`config.mk`:
```
export PLATFORM = sky130hd
export DESIGN_NAME = acr_converter_ctrl
export DESIGN_NICKNAME = d
export VERILOG_FILES = /design/src/logic/acr_pkg.sv /design/src/logic/acr_converter_ctrl.sv
export SDC_FILE = /design/constraint.sdc
export NUM_CORES = 1
export LEC_CHECK = 0
export BUFFER_PORTS_ARGS = -buffer_cell sky130_fd_sc_hd__buf_2
export CAP_MARGIN = 20
export CORE_MARGIN = 2
export CORE_UTILIZATION = 50
export CTS_CLUSTER_SIZE = 14
export DETAILED_ROUTE_END_ITERATION = 7
export MAX_ROUTING_LAYER = met4
export PLACE_DENSITY = 0.72
export SLEW_MARGIN = 15
export SYNTH_ARGS = -nofsm -noshare
export SYNTH_HDL_FRONTEND = slang
export SYNTH_SLANG_ARGS = --single-unit
```
`constraint.sdc`:
```
create_clock -name CLK_I -period 3.7 [get_ports CLK_I]
set_input_delay 0.185 -clock CLK_I [delete_from_list [all_inputs] [get_ports CLK_I]]
set_output_delay 0.185 -clock CLK_I [all_outputs]
set_load 0.02 [all_outputs]
```
`src/logic/acr_pkg.sv`:
```
// Purpose: shared constants and types for the converter control and result block
// Assumes: byte-wide registers on a plain strobe port, one system clock
// Notes: offsets are the byte addresses of the register port

package acr_pkg;

	// ----------------------------------------------------------------
	// register offsets
	// ----------------------------------------------------------------
	localparam logic [7:0] ACR_ADDR_RESULT_LOW = 8'h78;
	localparam logic [7:0] ACR_ADDR_RESULT_HIGH = 8'h79;
	localparam logic [7:0] ACR_ADDR_CONTROL = 8'h7a;
	localparam logic [7:0] ACR_ADDR_CONTROL_B = 8'h7b;
	localparam logic [7:0] ACR_ADDR_SELECT = 8'h7c;

	// ----------------------------------------------------------------
	// reset values
	// ----------------------------------------------------------------
	localparam logic [7:0] ACR_RESET_CONTROL = 8'h00;
	localparam logic [7:0] ACR_RESET_CONTROL_B = 8'h00;
	localparam logic [7:0] ACR_RESET_SELECT = 8'h00;
	localparam logic [9:0] ACR_RESET_RESULT = 10'h000;
	localparam logic [7:0] ACR_READ_IDLE = 8'h00;

	// ----------------------------------------------------------------
	// field positions
	// ----------------------------------------------------------------
	localparam int ACR_CTRL_ENABLE_BIT = 7;
	localparam int ACR_CTRL_START_BIT = 6;
	localparam int ACR_CTRL_AUTO_BIT = 5;
	localparam int ACR_CTRL_FLAG_BIT = 4;
	localparam int ACR_CTRL_IRQ_EN_BIT = 3;
	localparam int ACR_CTRL_DIV_MSB = 2;
	localparam int ACR_CTRL_DIV_LSB = 0;
	localparam int ACR_SEL_REF_MSB = 7;
	localparam int ACR_SEL_REF_LSB = 6;
	localparam int ACR_SEL_ALIGN_BIT = 5;
	localparam int ACR_SEL_CHAN_MSB = 3;
	localparam int ACR_SEL_CHAN_LSB = 0;
	localparam int ACR_TRIG_MSB = 2;
	localparam int ACR_TRIG_LSB = 0;

	// ----------------------------------------------------------------
	// encodings
	// ----------------------------------------------------------------
	localparam logic [1:0] ACR_REF_EXTERNAL = 2'h0;
	localparam logic [1:0] ACR_REF_SUPPLY = 2'h1;
	localparam logic [1:0] ACR_REF_RESERVED = 2'h2;
	localparam logic [1:0] ACR_REF_INTERNAL = 2'h3;
	localparam logic [3:0] ACR_CHAN_LAST_INPUT = 4'h7;
	localparam logic [3:0] ACR_CHAN_BANDGAP = 4'he;
	localparam logic [3:0] ACR_CHAN_GROUND = 4'hf;
	localparam logic [2:0] ACR_TRIG_FREE_RUN = 3'h0;

	// ----------------------------------------------------------------
	// timing counts, in converter clock cycles and divider steps
	// ----------------------------------------------------------------
	localparam logic [4:0] ACR_FIRST_CYCLES = 5'h19;
	localparam logic [4:0] ACR_NORMAL_CYCLES = 5'h0d;
	localparam logic [4:0] ACR_LAST_CYCLE = 5'h01;
	localparam logic [2:0] ACR_DIV_MIN_SHIFT = 3'h1;

	// ----------------------------------------------------------------
	// types
	// ----------------------------------------------------------------
	typedef enum logic [1:0] {
		ACR_OFF = 2'b00,
		ACR_IDLE = 2'b01,
		ACR_BUSY = 2'b10
	} acr_phase_t;

	typedef struct packed {
		logic [1:0] ref_sel;
		logic [3:0] chan_sel;
	} acr_sel_t;

	typedef struct packed {
		acr_phase_t phase;
		acr_sel_t sel_reg;
		logic left_align;
		acr_sel_t pend_sel;
		acr_sel_t conv_sel;
		logic enable;
		logic auto_trig;
		logic flag;
		logic irq_en;
		logic [2:0] div_code;
		logic [2:0] trig_src;
		logic trig_prev;
		logic first_pending;
		logic [6:0] presc;
		logic [4:0] cycles_left;
		logic [9:0] result;
		logic locked;
		logic [7:0] rdata;
		logic irq_req;
		logic sample;
		logic conv_tick;
		logic int_ref_on;
	} acr_state_t;

endpackage

```
`src/logic/acr_converter_ctrl.sv`:
```
// Purpose: control, status and result registers of a 10-bit successive-approximation converter
// Assumes: core result and trigger flags are on CLK_I and stable when sampled
// Notes: every input is on the system clock, so none passes a synchroniser
// Behaviour
// - result is 10-bit unsigned, input times 1024 over reference, 0x000 to 0x3FF.
// - reference field bits 7:6: external, supply, reserved, internal 1.1V.
// - reference or channel writes during a conversion apply after it completes.
// - left-align bit 5 changes the presented result immediately, even mid-conversion.
// - bit 4 of the selection register always reads zero.
// - channel field: 0-7 inputs, 8-13 reserved, 14 bandgap, 15 ground.
// - enable one powers the converter; zero turns off and aborts a conversion.
// - start bit begins a conversion; free running needs it only first time.
// - first conversion after enabling takes 25 converter cycles, later ones 13.
// - start bit reads one while converting; writing zero does nothing.
// - with auto-trigger on, rising edge of the selected trigger starts a conversion.
// - completion flag bit 4 sets when a conversion finishes, whether or not the result updates.
// - interrupt requested while flag, interrupt enable and global enable are set.
// - flag clears on vector acknowledge or a written one.
// - divider field: codes 0,1 divide by 2; 2 to 7 by 4 up to 128.
// - low-byte read blocks result updates until the high byte is read.
// - right align puts bits 9:8 high, 7:0 low; left align 9:2 high, 1:0 low.
// - trigger source zero is free running and never makes a trigger edge.
// - free running restarts at completion; channel change lands one conversion later.

`timescale 1ns/1ps

module acr_converter_ctrl
	import acr_pkg::*;
#(
	parameter int RESULT_W = 10
) (
	input wire logic CLK_I,
	input wire logic RESET_I,
	input wire logic [7:0] ADDR_I,
	input wire logic [7:0] WDATA_I,
	input wire logic WR_I,
	input wire logic RD_I,
	input wire logic [RESULT_W-1:0] CORE_RESULT_I,
	input wire logic [6:0] TRIG_I,
	input wire logic GLOBAL_IRQ_EN_I,
	input wire logic IRQ_ACK_I,
	output logic [7:0] RDATA_O,
	output logic IRQ_REQ_O,
	output logic POWER_O,
	output logic BUSY_O,
	output logic SAMPLE_O,
	output logic CONV_TICK_O,
	output logic INT_REF_ON_O,
	output logic [1:0] REF_SEL_O,
	output logic [3:0] CHAN_SEL_O
);

	// ----------------------------------------------------------------
	// elaboration checks
	// ----------------------------------------------------------------
	generate
		if (RESULT_W != 10) begin : g_bad_width
			$error("result width must be 10");
		end
		// completion is detected on the tick that counts down the last cycle
		if (ACR_LAST_CYCLE != 5'h01) begin : g_bad_last
			$error("last cycle count must be one");
		end
		if (ACR_NORMAL_CYCLES >= ACR_FIRST_CYCLES) begin : g_bad_counts
			$error("first conversion must be the longer one");
		end
	endgenerate

	// ----------------------------------------------------------------
	// helpers
	// ----------------------------------------------------------------
	// divider terminal count: codes below the minimum share divide-by-2
	function automatic logic [6:0] div_last(input logic [2:0] code);
		logic [2:0] shift;
		logic [7:0] span;
		shift = (code < ACR_DIV_MIN_SHIFT) ? ACR_DIV_MIN_SHIFT : code;
		span = (8'h01 << shift) - 8'h01;
		return span[6:0];
	endfunction

	// high byte in [15:8], low byte in [7:0]; unused positions read zero
	function automatic logic [15:0] present(input logic [9:0] res, input logic left);
		logic [15:0] word;
		word = 16'h0000;
		if (left) begin
			word = {res, 6'h00};
		end else begin
			word = {6'h00, res};
		end
		return word;
	endfunction

	// ----------------------------------------------------------------
	// state
	// ----------------------------------------------------------------
	acr_state_t s_reg;
	acr_state_t s_next;

	logic wr_ctrl;
	logic wr_ctrl_b;
	logic wr_sel;
	logic rd_low;
	logic rd_high;
	logic rd_ctrl;
	logic rd_ctrl_b;
	logic rd_sel;
	logic soft_start;
	logic trig_level;
	logic trig_edge;
	logic tick;
	logic done;
	logic restart;
	logic do_start;
	logic [15:0] shown;
	acr_sel_t written_sel;

	// ----------------------------------------------------------------
	// next state
	// ----------------------------------------------------------------
	always_comb begin
		s_next = s_reg;
		s_next.rdata = ACR_READ_IDLE;
		s_next.sample = 1'b0;
		s_next.conv_tick = 1'b0;
		do_start = 1'b0;
		restart = 1'b0;

		wr_ctrl = WR_I && (ADDR_I == ACR_ADDR_CONTROL);
		wr_ctrl_b = WR_I && (ADDR_I == ACR_ADDR_CONTROL_B);
		wr_sel = WR_I && (ADDR_I == ACR_ADDR_SELECT);
		rd_low = RD_I && (ADDR_I == ACR_ADDR_RESULT_LOW);
		rd_high = RD_I && (ADDR_I == ACR_ADDR_RESULT_HIGH);
		rd_ctrl = RD_I && (ADDR_I == ACR_ADDR_CONTROL);
		rd_ctrl_b = RD_I && (ADDR_I == ACR_ADDR_CONTROL_B);
		rd_sel = RD_I && (ADDR_I == ACR_ADDR_SELECT);

		// ------------------------------------------------------------
		// register writes
		// ------------------------------------------------------------
		written_sel.ref_sel = WDATA_I[ACR_SEL_REF_MSB:ACR_SEL_REF_LSB];
		written_sel.chan_sel = WDATA_I[ACR_SEL_CHAN_MSB:ACR_SEL_CHAN_LSB];
		if (wr_sel) begin
			s_next.sel_reg = written_sel;
			s_next.left_align = WDATA_I[ACR_SEL_ALIGN_BIT];
		end
		if (wr_ctrl_b) begin
			s_next.trig_src = WDATA_I[ACR_TRIG_MSB:ACR_TRIG_LSB];
		end
		if (wr_ctrl) begin
			s_next.enable = WDATA_I[ACR_CTRL_ENABLE_BIT];
			s_next.auto_trig = WDATA_I[ACR_CTRL_AUTO_BIT];
			s_next.irq_en = WDATA_I[ACR_CTRL_IRQ_EN_BIT];
			s_next.div_code = WDATA_I[ACR_CTRL_DIV_MSB:ACR_CTRL_DIV_LSB];
			if (WDATA_I[ACR_CTRL_ENABLE_BIT] && !s_reg.enable) begin
				s_next.first_pending = 1'b1;
			end
		end
		// writing zero to start has no effect
		soft_start = wr_ctrl && WDATA_I[ACR_CTRL_START_BIT];

		// a read-modify-write that carries the flag back as one clears it
		if ((wr_ctrl && WDATA_I[ACR_CTRL_FLAG_BIT]) || IRQ_ACK_I) begin
			s_next.flag = 1'b0;
		end

		// ------------------------------------------------------------
		// trigger edge
		// ------------------------------------------------------------
		// source zero has no edge, so choosing it cannot fire a start
		if (s_reg.trig_src == ACR_TRIG_FREE_RUN) begin
			trig_level = 1'b0;
		end else begin
			trig_level = TRIG_I[s_reg.trig_src - 3'h1];
		end
		s_next.trig_prev = trig_level;
		// switching from a low source to one that is already high counts as an edge
		trig_edge = s_reg.auto_trig && trig_level && !s_reg.trig_prev;

		// ------------------------------------------------------------
		// converter clock divider
		// ------------------------------------------------------------
		tick = (s_reg.phase == ACR_BUSY) && (s_reg.presc == div_last(s_reg.div_code));
		done = tick && (s_reg.cycles_left == ACR_LAST_CYCLE);
		if (s_reg.phase == ACR_BUSY) begin
			s_next.presc = tick ? 7'h00 : s_reg.presc + 7'h01;
			s_next.conv_tick = tick;
			if (tick) begin
				s_next.cycles_left = s_reg.cycles_left - 5'h01;
			end
		end else begin
			s_next.presc = 7'h00;
		end

		// ------------------------------------------------------------
		// conversion sequence
		// ------------------------------------------------------------
		unique case (s_reg.phase)
			ACR_OFF: begin
				if (s_next.enable) begin
					s_next.phase = ACR_IDLE;
					// start in the same write as enable is a first conversion
					do_start = soft_start;
				end
			end
			ACR_IDLE: begin
				if (!s_next.enable) begin
					s_next.phase = ACR_OFF;
				end else begin
					do_start = soft_start || trig_edge;
				end
			end
			ACR_BUSY: begin
				if (!s_next.enable) begin
					// turning off drops the running conversion, no result, no flag
					s_next.phase = ACR_OFF;
					s_next.cycles_left = 5'h00;
				end else if (done) begin
					// a locked pair keeps the old value; the new result is lost
					if (!s_reg.locked) begin
						s_next.result = CORE_RESULT_I;
					end
					s_next.flag = 1'b1;
					s_next.phase = ACR_IDLE;
					restart = s_reg.auto_trig && (s_reg.trig_src == ACR_TRIG_FREE_RUN);
				end
			end
			default: begin
				s_next.phase = ACR_OFF;
			end
		endcase

		// ------------------------------------------------------------
		// selection hand-over
		// ------------------------------------------------------------
		if (restart) begin
			// the follow-on conversion uses what was pending before this one ended
			s_next.conv_sel = s_reg.pend_sel;
			s_next.pend_sel = s_next.sel_reg;
			s_next.phase = ACR_BUSY;
			s_next.cycles_left = s_next.first_pending ? ACR_FIRST_CYCLES : ACR_NORMAL_CYCLES;
			s_next.first_pending = 1'b0;
			s_next.presc = 7'h00;
			s_next.sample = 1'b1;
		end else if (do_start) begin
			s_next.conv_sel = s_next.sel_reg;
			s_next.pend_sel = s_next.sel_reg;
			s_next.phase = ACR_BUSY;
			s_next.cycles_left = s_next.first_pending ? ACR_FIRST_CYCLES : ACR_NORMAL_CYCLES;
			s_next.first_pending = 1'b0;
			s_next.presc = 7'h00;
			s_next.sample = 1'b1;
		end else if (s_next.phase != ACR_BUSY) begin
			// outside a conversion the selection follows the register
			s_next.conv_sel = s_next.sel_reg;
			s_next.pend_sel = s_next.sel_reg;
		end
		s_next.int_ref_on = s_next.enable && (s_next.conv_sel.ref_sel == ACR_REF_INTERNAL);

		// ------------------------------------------------------------
		// result lock and read data
		// ------------------------------------------------------------
		if (rd_low) begin
			s_next.locked = 1'b1;
		end
		if (rd_high) begin
			s_next.locked = 1'b0;
		end
		// alignment is applied on the way out so a change shows at once
		shown = present(s_reg.result, s_reg.left_align);
		if (rd_low) begin
			s_next.rdata = shown[7:0];
		end else if (rd_high) begin
			s_next.rdata = shown[15:8];
		end else if (rd_ctrl) begin
			s_next.rdata = {s_reg.enable, (s_reg.phase == ACR_BUSY), s_reg.auto_trig,
				s_reg.flag, s_reg.irq_en, s_reg.div_code};
		end else if (rd_ctrl_b) begin
			s_next.rdata = {5'h00, s_reg.trig_src};
		end else if (rd_sel) begin
			s_next.rdata = {s_reg.sel_reg.ref_sel, s_reg.left_align, 1'b0,
				s_reg.sel_reg.chan_sel};
		end

		// ------------------------------------------------------------
		// interrupt request
		// ------------------------------------------------------------
		s_next.irq_req = s_next.flag && s_next.irq_en && GLOBAL_IRQ_EN_I;
	end

	// ----------------------------------------------------------------
	// state register
	// ----------------------------------------------------------------
	always_ff @(posedge CLK_I or posedge RESET_I) begin
		if (RESET_I) begin
			s_reg.phase <= ACR_OFF;
			s_reg.sel_reg <= {ACR_RESET_SELECT[ACR_SEL_REF_MSB:ACR_SEL_REF_LSB],
				ACR_RESET_SELECT[ACR_SEL_CHAN_MSB:ACR_SEL_CHAN_LSB]};
			s_reg.left_align <= ACR_RESET_SELECT[ACR_SEL_ALIGN_BIT];
			s_reg.pend_sel <= 6'h00;
			s_reg.conv_sel <= 6'h00;
			s_reg.enable <= ACR_RESET_CONTROL[ACR_CTRL_ENABLE_BIT];
			s_reg.auto_trig <= ACR_RESET_CONTROL[ACR_CTRL_AUTO_BIT];
			s_reg.flag <= ACR_RESET_CONTROL[ACR_CTRL_FLAG_BIT];
			s_reg.irq_en <= ACR_RESET_CONTROL[ACR_CTRL_IRQ_EN_BIT];
			s_reg.div_code <= ACR_RESET_CONTROL[ACR_CTRL_DIV_MSB:ACR_CTRL_DIV_LSB];
			s_reg.trig_src <= ACR_RESET_CONTROL_B[ACR_TRIG_MSB:ACR_TRIG_LSB];
			s_reg.trig_prev <= 1'b0;
			s_reg.first_pending <= 1'b0;
			s_reg.presc <= 7'h00;
			s_reg.cycles_left <= 5'h00;
			s_reg.result <= ACR_RESET_RESULT;
			s_reg.locked <= 1'b0;
			s_reg.rdata <= ACR_READ_IDLE;
			s_reg.irq_req <= 1'b0;
			s_reg.sample <= 1'b0;
			s_reg.conv_tick <= 1'b0;
			s_reg.int_ref_on <= 1'b0;
		end else begin
			s_reg <= s_next;
		end
	end

	// ----------------------------------------------------------------
	// outputs, all straight from the state register
	// ----------------------------------------------------------------
	assign RDATA_O = s_reg.rdata;
	assign IRQ_REQ_O = s_reg.irq_req;
	assign POWER_O = s_reg.enable;
	// only the busy code has its upper bit set, so no decode sits behind the pin
	assign BUSY_O = s_reg.phase[1];
	assign SAMPLE_O = s_reg.sample;
	assign CONV_TICK_O = s_reg.conv_tick;
	assign INT_REF_ON_O = s_reg.int_ref_on;
	assign REF_SEL_O = s_reg.conv_sel.ref_sel;
	assign CHAN_SEL_O = s_reg.conv_sel.chan_sel;

endmodule

```
# Yosys cells after proc, flatten, opt, wreduce, memory -nomap -nowiden
# Cells that the tools add are included.
[classes]
add_sub_neg = 4
magnitude_cmp = 2
eq_ne = 11
shifts = 1
muxes = 52
n_bitwise = 1
reduce_logical = 28
[ops]
columns = ["operator", "count"]
rows = [
  ["$eq A8 B7 Y1 const B", 5],
  ["$mux W8", 5],
  ["$mux W12", 3],
  ["$mux W10", 3],
  ["$mux W13", 2],
  ["$mux W7", 3],
  ["$mux W5", 4],
  ["$logic_and A1 B1 Y1", 19],
  ["$mux W1", 18],
  ["$mux W16", 1],
  ["$mux W15", 1],
  ["$mux W2", 7],
  ["$add A7 B1 Y7 const B", 1],
  ["$eq A7 B7 Y1", 1],
  ["$shl A1 B3 Y7 const A", 1],
  ["$sub A7 B1 Y7 const B", 1],
  ["$pmux W2 S3", 1],
  ["$eq A5 B1 Y1 const B", 1],
  ["$sub A5 B1 Y5 const B", 1],
  ["$eq A2 B2 Y1 const B", 2],
  ["$lt A3 B4 Y1 const B", 1],
  ["$mux W4", 1],
  ["$reduce_and A4 Y1", 1],
  ["$bmux W1 S3", 1],
  ["other kinds (13)", 15],
]
[word_totals]
regBits = 68
output_inout_bits = 20
wordCells = 124

# Logic depth before layout (Yosys ltp)
# Gate-level depths: netlist (run 1).
[depth]
word_depth = 16
ltp_mapped = 10

# Least setup slack after synthesis (run 1)
# Ideal clock, no wire load.
[synth_path]
path_type = "reg2reg"
startpoint = "register s_reg[37] (netlist name)"
endpoint = "register s_reg[24] (netlist name)"
setup_time_ns = 0.111
t_arrival_ns = 2.347
t_required_ns = 3.589
slack_ns = 1.242
path_stages_with_launch = 10
path_buffers = 1
period_less_slack_ns = 2.458
path_cell_list = "dfrtp_1 inv_1 ha_1 mux2_2 a221oi_1 o31ai_1 a31o_2 and2_1 buf_2 a2111oi_2"
[synth_rtl]
columns = ["item", "line_no", "rtl"]
rows = [
  ["from (decl)", "acr_converter_ctrl.sv:96", "acr_state_t s_reg;"],
  ["from (signal assigned)", "acr_converter_ctrl.sv:319", "s_reg <= s_next;"],
]

==> impl_metrics.json, run 1 <==
{
  "yosys_most_used_dff": "dfrtp_1",
  "cts-hold-fix-buffers": 0,
  "syn_to_final_growth_pct": 12.3,
  "setup_viol": 0,
  "cts_num_sinks": 68,
  "timing.rr.end": "INT_REF_ON_O",
  "numCtsBuffers": 9,
  "cp-start-kind": "flip-flop",
  "pin_count": 59,
  "seq_area_frac_synth": 0.495,
  "crit_path_start": "s_reg[41]",
  "io_buffers": 58,
  "cts_max_level": 3,
  "maxSlewHeadroom": 0.423,
  "placed_area_sq_um": 3670,
  "drv.max_cap_violation_count": 0,
  "p_total_mw": 1.50,
  "grt_max_degree": 51,
  "synth_edf_count": 0,
  "finClkSkew_ns": 0.00664,
  "path_class": "flip-flop to flip-flop",
  "fmax_ghz": 0.362,
  "endpoint_kind": "flip-flop",
  "cts-resized-gates": 0,
  "leakage_nw": 1.99,
  "vias_per_cell": 5.73,
  "cts_tree": "built",
  "reg2regPathDepth": 6,
  "dpl_worst_slack_ns": 0.952,
  "drt_wl_total_um": 7470,
  "finalSetupTns_ns": 0,
  "dieWidth_um": 86.9,
  "initial_core_util": 0.512,
  "layout_setup_ws_ns": 0.937,
  "hp-class": "primary input to async pin",
  "core-area_sq_um": 6720,
  "violations": "negative hold slack",
  "synth_cell_types": 50,
  "grt_pass1_wl_um": 12400,
  "grt_pass1_vias": 2622,
  "synthArstFlopShare": 1.00,
  "wire_per_inst_um": 16.4,
  "clkLatencyLatePin_ns": 0.34,
  "hold_slack_ns": -0.0108,
  "die_h_um": 86.9,
  "largest_register_ffs": 48,
  "drive_gt1_frac": 0.279,
  "postCtsSetupBuffers": 0,
  "finalHoldViolCount": 27,
  "ant_nets": 0,
  "diodes": 0,
  "syn-cell-area_sq_um": 3440,
  "crit_fanout": 24,
  "antenna_found_initial": 0,
  "r2r_start": "s_reg[41]",
  "final_cell_mix": "68 x dfrtp_1, 58 x buf_2, 31 x nand2_1",
  "dieArea_sq_um": 7560,
  "powerDensity_nw_per_um2": 388,
  "synth_area_leader_cell": "dfrtp_1",
  "fin_crit_sh": 0.747,
  "crit_end": "INT_REF_ON_O",
  "vias": 2617,
  "hpwlAfterDp_um": 5440,
  "nNetsFinal": 417,
  "firstDrtPassIters": 5,
  "drt_drc_violations_left": 0,
  "row_count": 30,
  "clk_pin_slew_ns": 0.07,
  "cts-root-buf": "clkbuf_8",
  "layout_commonest_cell": "dfrtp_1",
  "fin_area_sq_um": 3860,
  "ys_ff_latch": 68,
  "fillers": 588,
  "place.gp.congestion": 0.905,
  "syn-num-nets": 373,
  "grt-ovfl-total": 0,
  "worstPathArrival_ns": 3.03,
  "synth.area.top_cells": "dfrtp_1 49%, mux2_2 7.2%, nand2_1 3.4%, buf_4 3.1%, nor2_1 2.8%",
  "min_period_ns": 2.76,
  "drv_slew": 0,
  "synth.avg_cell_area_sq_um": 10.5,
  "worst_slew_pin_slew_ns": 0.864,
  "drt_iter0_drc": 147,
  "yosysWarnings": 0,
  "reg2reg_slack_ns": 0.94,
  "grt_util_all_layers": 0.222,
  "synthCells": 329,
  "required_ns": 3.97,
  "clockBufferDepth": 2,
  "irDropWorstVdd_mv": 0.238,
  "outcome": "finished with violations",
  "synth_top_cell_area_share": 0.495,
  "rsz0062_at_grt": "false"
}
## cell usage after synthesis (2+ instances only)
| master | n |
|---|---|
| nand2_1 | 31 |
| a311o_1 | 2 |
| a222oi_1 | 5 |
| o21bai_1 | 2 |
| o22ai_1 | 3 |
| o21ai_0 | 2 |
| mux2_2 | 22 |
| nand2b_1 | 5 |
| nor2_1 | 26 |
| a221o_1 | 3 |
| xor2_1 | 6 |
| and3_1 | 8 |
| a31o_2 | 2 |
| nor3_1 | 2 |
| nand4_1 | 7 |
| nor2b_1 | 7 |
| buf_6 | 3 |
| a21o_1 | 2 |
| buf_2 | 5 |
| and3b_1 | 2 |
| a31oi_1 | 6 |
| inv_1 | 21 |
| a21oi_1 | 11 |
| o221ai_1 | 2 |
| mux2i_1 | 9 |
| o31ai_1 | 2 |
| xnor2_1 | 5 |
| and2_1 | 4 |
| dfrtp_1 | 68 |
| buf_4 | 14 |
| nand3_1 | 10 |
| clkbuf_1 | 6 |
| nor4b_1 | 3 |
| nor4_1 | 2 |
| a211oi_1 | 2 |
| ha_1 | 5 |
## worst max-delay path, cell delays in order, from the launching register on
cell	delay (ns)
dfrtp_1	0.49
xor2_1	0.21
a311o_1	0.36
a311o_1	0.47
a211o_1	0.57
or3_1	0.41
a31oi_1	0.16
## per-layer routing
metal	GRT usage	wire length, um	up-vias
li1	-	-	1234
met3	0.0474	514	20
met5	-	0	-
met2	0.319	3390	99
met1	0.299	3390	1264
met4	0.108	173	0
## logic make-up after synthesis
group           Yosys count  share of synthesized area
compound gates           49                      0.106
simple gates            114                      0.170
xor+xnor                 11                     0.0280
mux                      32                      0.105
fa+ha+maj                 5                     0.0182
flops                    68                      0.495
buf+inv                  50                     0.0782
## final cells by class
cell class / count / area (sq um) / area share
multi-input cells: 211 / 1470 / 0.380
inverters: 21 / 80.1 / 0.0207
clock buffers: 11 / 141 / 0.0366
clock inverters: 4 / 50.0 / 0.0130
well taps: 80 / 100 / 0.0259
repair buffers: 62 / 320 / 0.0830
flip-flops and latches: 68 / 1700 / 0.441
## stage by stage
| step | std cells | hold slack, ns | utilization |
|---|---|---|---|
| floorplan | 329 | 0.290 | - |
| global placement | 442 | 0.406 | 0.546 |
| detailed placement | 442 | 0.420 | 0.546 |
| CTS | 457 | 0.0570 | 0.574 |
| global route | 457 | 0.0567 | 0.575 |
| finish | 457 | -0.0108 | 0.575 |
## power breakdown
group / internal, mW / switching, mW
clock network: 0.325 / 0.277
logic: 0.0482 / 0.0641
registers: 0.764 / 0.0192
total: 1.14 / 0.361
## worst min path at each step
| stage | start | end | slack, ns | cells past startpoint |
|---|---|---|---|---|
| floorplan | WDATA_I[0] | s_reg[40] | 0.29 | 2 |
| global placement | WDATA_I[5] | s_reg[45] | 0.41 | 3 |
| detailed placement | CORE_RESULT_I[6] | s_reg[19] | 0.42 | 2 |
| CTS | CORE_RESULT_I[3] | s_reg[16] | 0.06 | 2 |
| global route | RESET_I | s_reg[18] | 0.06 | 2 |
| finish | RESET_I | s_reg[38] | -0.01 | 2 |
No activity file was read; power rests on OpenSTA's default activity.
==> inputs of run 2 (changes only) <==
- clock period: 3.7 -> 2.7 ns (I/O delays scaled with it)
==> run 2 against run 1 <==
The run now ends clean. Utilization up 1.5 points. Sequential power up 37%. Setup slack worse by 0.74 ns. Sequential share of layout area down 1.1 points. Flip-flop and latch count unchanged. Count of clock-buffer cells in the layout down 1. Fmax up 10%. Final cell count up 2.6%. Routed wire length down 0.33%. Register-to-register slack worse by 0.74 ns. Largest cell class unchanged. Hold slack better by 0.025 ns.
==> impl_metrics.json, run 2 (synthesized netlist as in run 1, its figures left out) <==
{
  "postCtsSetupBuffers": 0,
  "fin_area_sq_um": 3960,
  "cp-start-kind": "flip-flop",
  "maxSlewHeadroom": 0.577,
  "diodes": 0,
  "hp-class": "primary input to flip-flop",
  "grt_util_all_layers": 0.219,
  "ant_nets": 0,
  "outcome": "finished clean",
  "fin_util": 0.590,
  "worst_slew_pin_slew_ns": 0.633,
  "power_switching_share": 0.241,
  "die_h_um": 86.9,
  "pin_count": 59,
  "clk_pin_slew_ns": 0.07,
  "min_period_ns": 2.50,
  "finalSetupTns_ns": 0,
  "powerDensity_nw_per_um2": 521,
  "rsz0062_at_grt": "false",
  "cts-root-buf": "clkbuf_8",
  "final_cell_mix": "68 x dfrtp_1, 58 x buf_2, 31 x nand2_1",
  "finalHoldViolCount": 0,
  "drt_iter0_drc": 150,
  "largest_register_ffs": 48,
  "cts_tree": "built",
  "cts_max_level": 3,
  "antenna_found_initial": 0,
  "dieWidth_um": 86.9,
  "numCtsBuffers": 9,
  "fin_crit_sh": 0.928,
  "drive_gt1_frac": 0.301,
  "place.gp.congestion": 0.862,
  "grt_pass1_wl_um": 12200,
  "drv_slew": 0,
  "initial_core_util": 0.512,
  "grt_max_degree": 31,
  "syn_to_final_growth_pct": 15.3,
  "drt_wl_total_um": 7450,
  "core-area_sq_um": 6720,
  "irDropWorstVdd_mv": 0.344,
  "vias_per_cell": 5.63,
  "p_int_mw": 1.57,
  "layout_commonest_cell": "dfrtp_1",
  "grt_pass1_vias": 2478,
  "fmax_ghz": 0.399,
  "placed_area_sq_um": 3740,
  "switchingPower_mw": 0.497,
  "clkLatencyLatePin_ns": 0.35,
  "p_clk_frac": 0.402,
  "nNetsFinal": 428,
  "grt-ovfl-total": 0,
  "seqPwrFrac": 0.520,
  "endpoint_kind": "flip-flop",
  "power_frac_comb": 0.078,
  "cts_num_sinks": 68,
  "vias": 2642,
  "required_ns": 2.94,
  "io_buffers": 58,
  "wire_per_inst_um": 15.9,
  "p_total_mw": 2.06,
  "row_count": 30,
  "drv.max_cap_violation_count": 0,
  "dieArea_sq_um": 7560,
  "finClkSkew_ns": 0.00596,
  "path_class": "flip-flop to flip-flop",
  "worstPathArrival_ns": 2.74,
  "crit_fanout": 8,
  "drt_drc_violations_left": 0,
  "setup_viol": 0,
  "hpwlAfterDp_um": 5520,
  "clockBufferDepth": 2,
  "firstDrtPassIters": 6,
  "leakage_nw": 2.05
}
run 2: layout make-up:
type / count / area (sq um)
tap: 80 / 100
clock inverter: 6 / 63.8
fill: 572 / 2760
inverter: 21 / 78.8
sequential: 68 / 1700
multi-input combinational: 211 / 1470
clock buffer: 10 / 138
timing repair buffer: 73 / 408
run 2: path summary, 6_finish.rpt:
check | startpoint | end | slack [ns] | cells past startpoint
min in group asynchronous | RESET_I | s_reg[38] | 0.42 | 3
max in group asynchronous | RESET_I | s_reg[63] | 1.56 | 4
max reg2reg | s_reg[38] | s_reg[24] | 0.20 | 8
min | CORE_RESULT_I[8] | s_reg[21] | 0.01 | 2
min reg2reg | s_reg[28] | s_reg[28] | 0.47 | 1
max | s_reg[38] | s_reg[24] | 0.20 | 8
run 2: power groups by stage:
stage / sequential [mW] / combinational, mW / clock [mW]
2_1_floorplan: 1.08 / 0.105 / 0
3_3_place_gp: 1.09 / 0.152 / 0
3_5_place_dp: 1.09 / 0.157 / 0
4_1_cts: 1.07 / 0.161 / 0.852
5_1_grt: 1.08 / 0.181 / 0.893
6_report: 1.07 / 0.162 / 0.829
run 2: layer usage:
metal  GRT usage  wire (um)  up-vias  share of wire
met3      0.0455        534       16          0.072
met4      0.0994        144        0          0.019
met5           -          0        -              0
met1       0.309       3400     1263           0.46
met2       0.304       3370      107           0.45
li1            -          -     1256              -
run 2: metrics by stage:
step	hold WS, ns	setup WS (ns)	instances
CTS	0.000771	0.132	469
detailed placement	0.250	0.160	451
finish	0.0140	0.195	469
floorplan	0.240	0.242	329
global route	0.00631	0.00942	469
global placement	0.252	0.213	451
run 2: repair_timing:
action / in CTS / in global routing
endpoints found under the hold margin: 29 / 0
setup endpoints to repair: 0 / 1
resized for setup: 0 / 1
hold buffers: 2 / 0
run 2: worst max-delay path: stages (launching register included):
cell and delay (ns):
dfrtp_1 0.34, inv_1 0.06, ha_1 0.32, mux2_2 0.35, a221oi_2 0.35, o31ai_1 0.13
a31o_2 0.24, and2_1 0.25, a2111oi_2 0.35
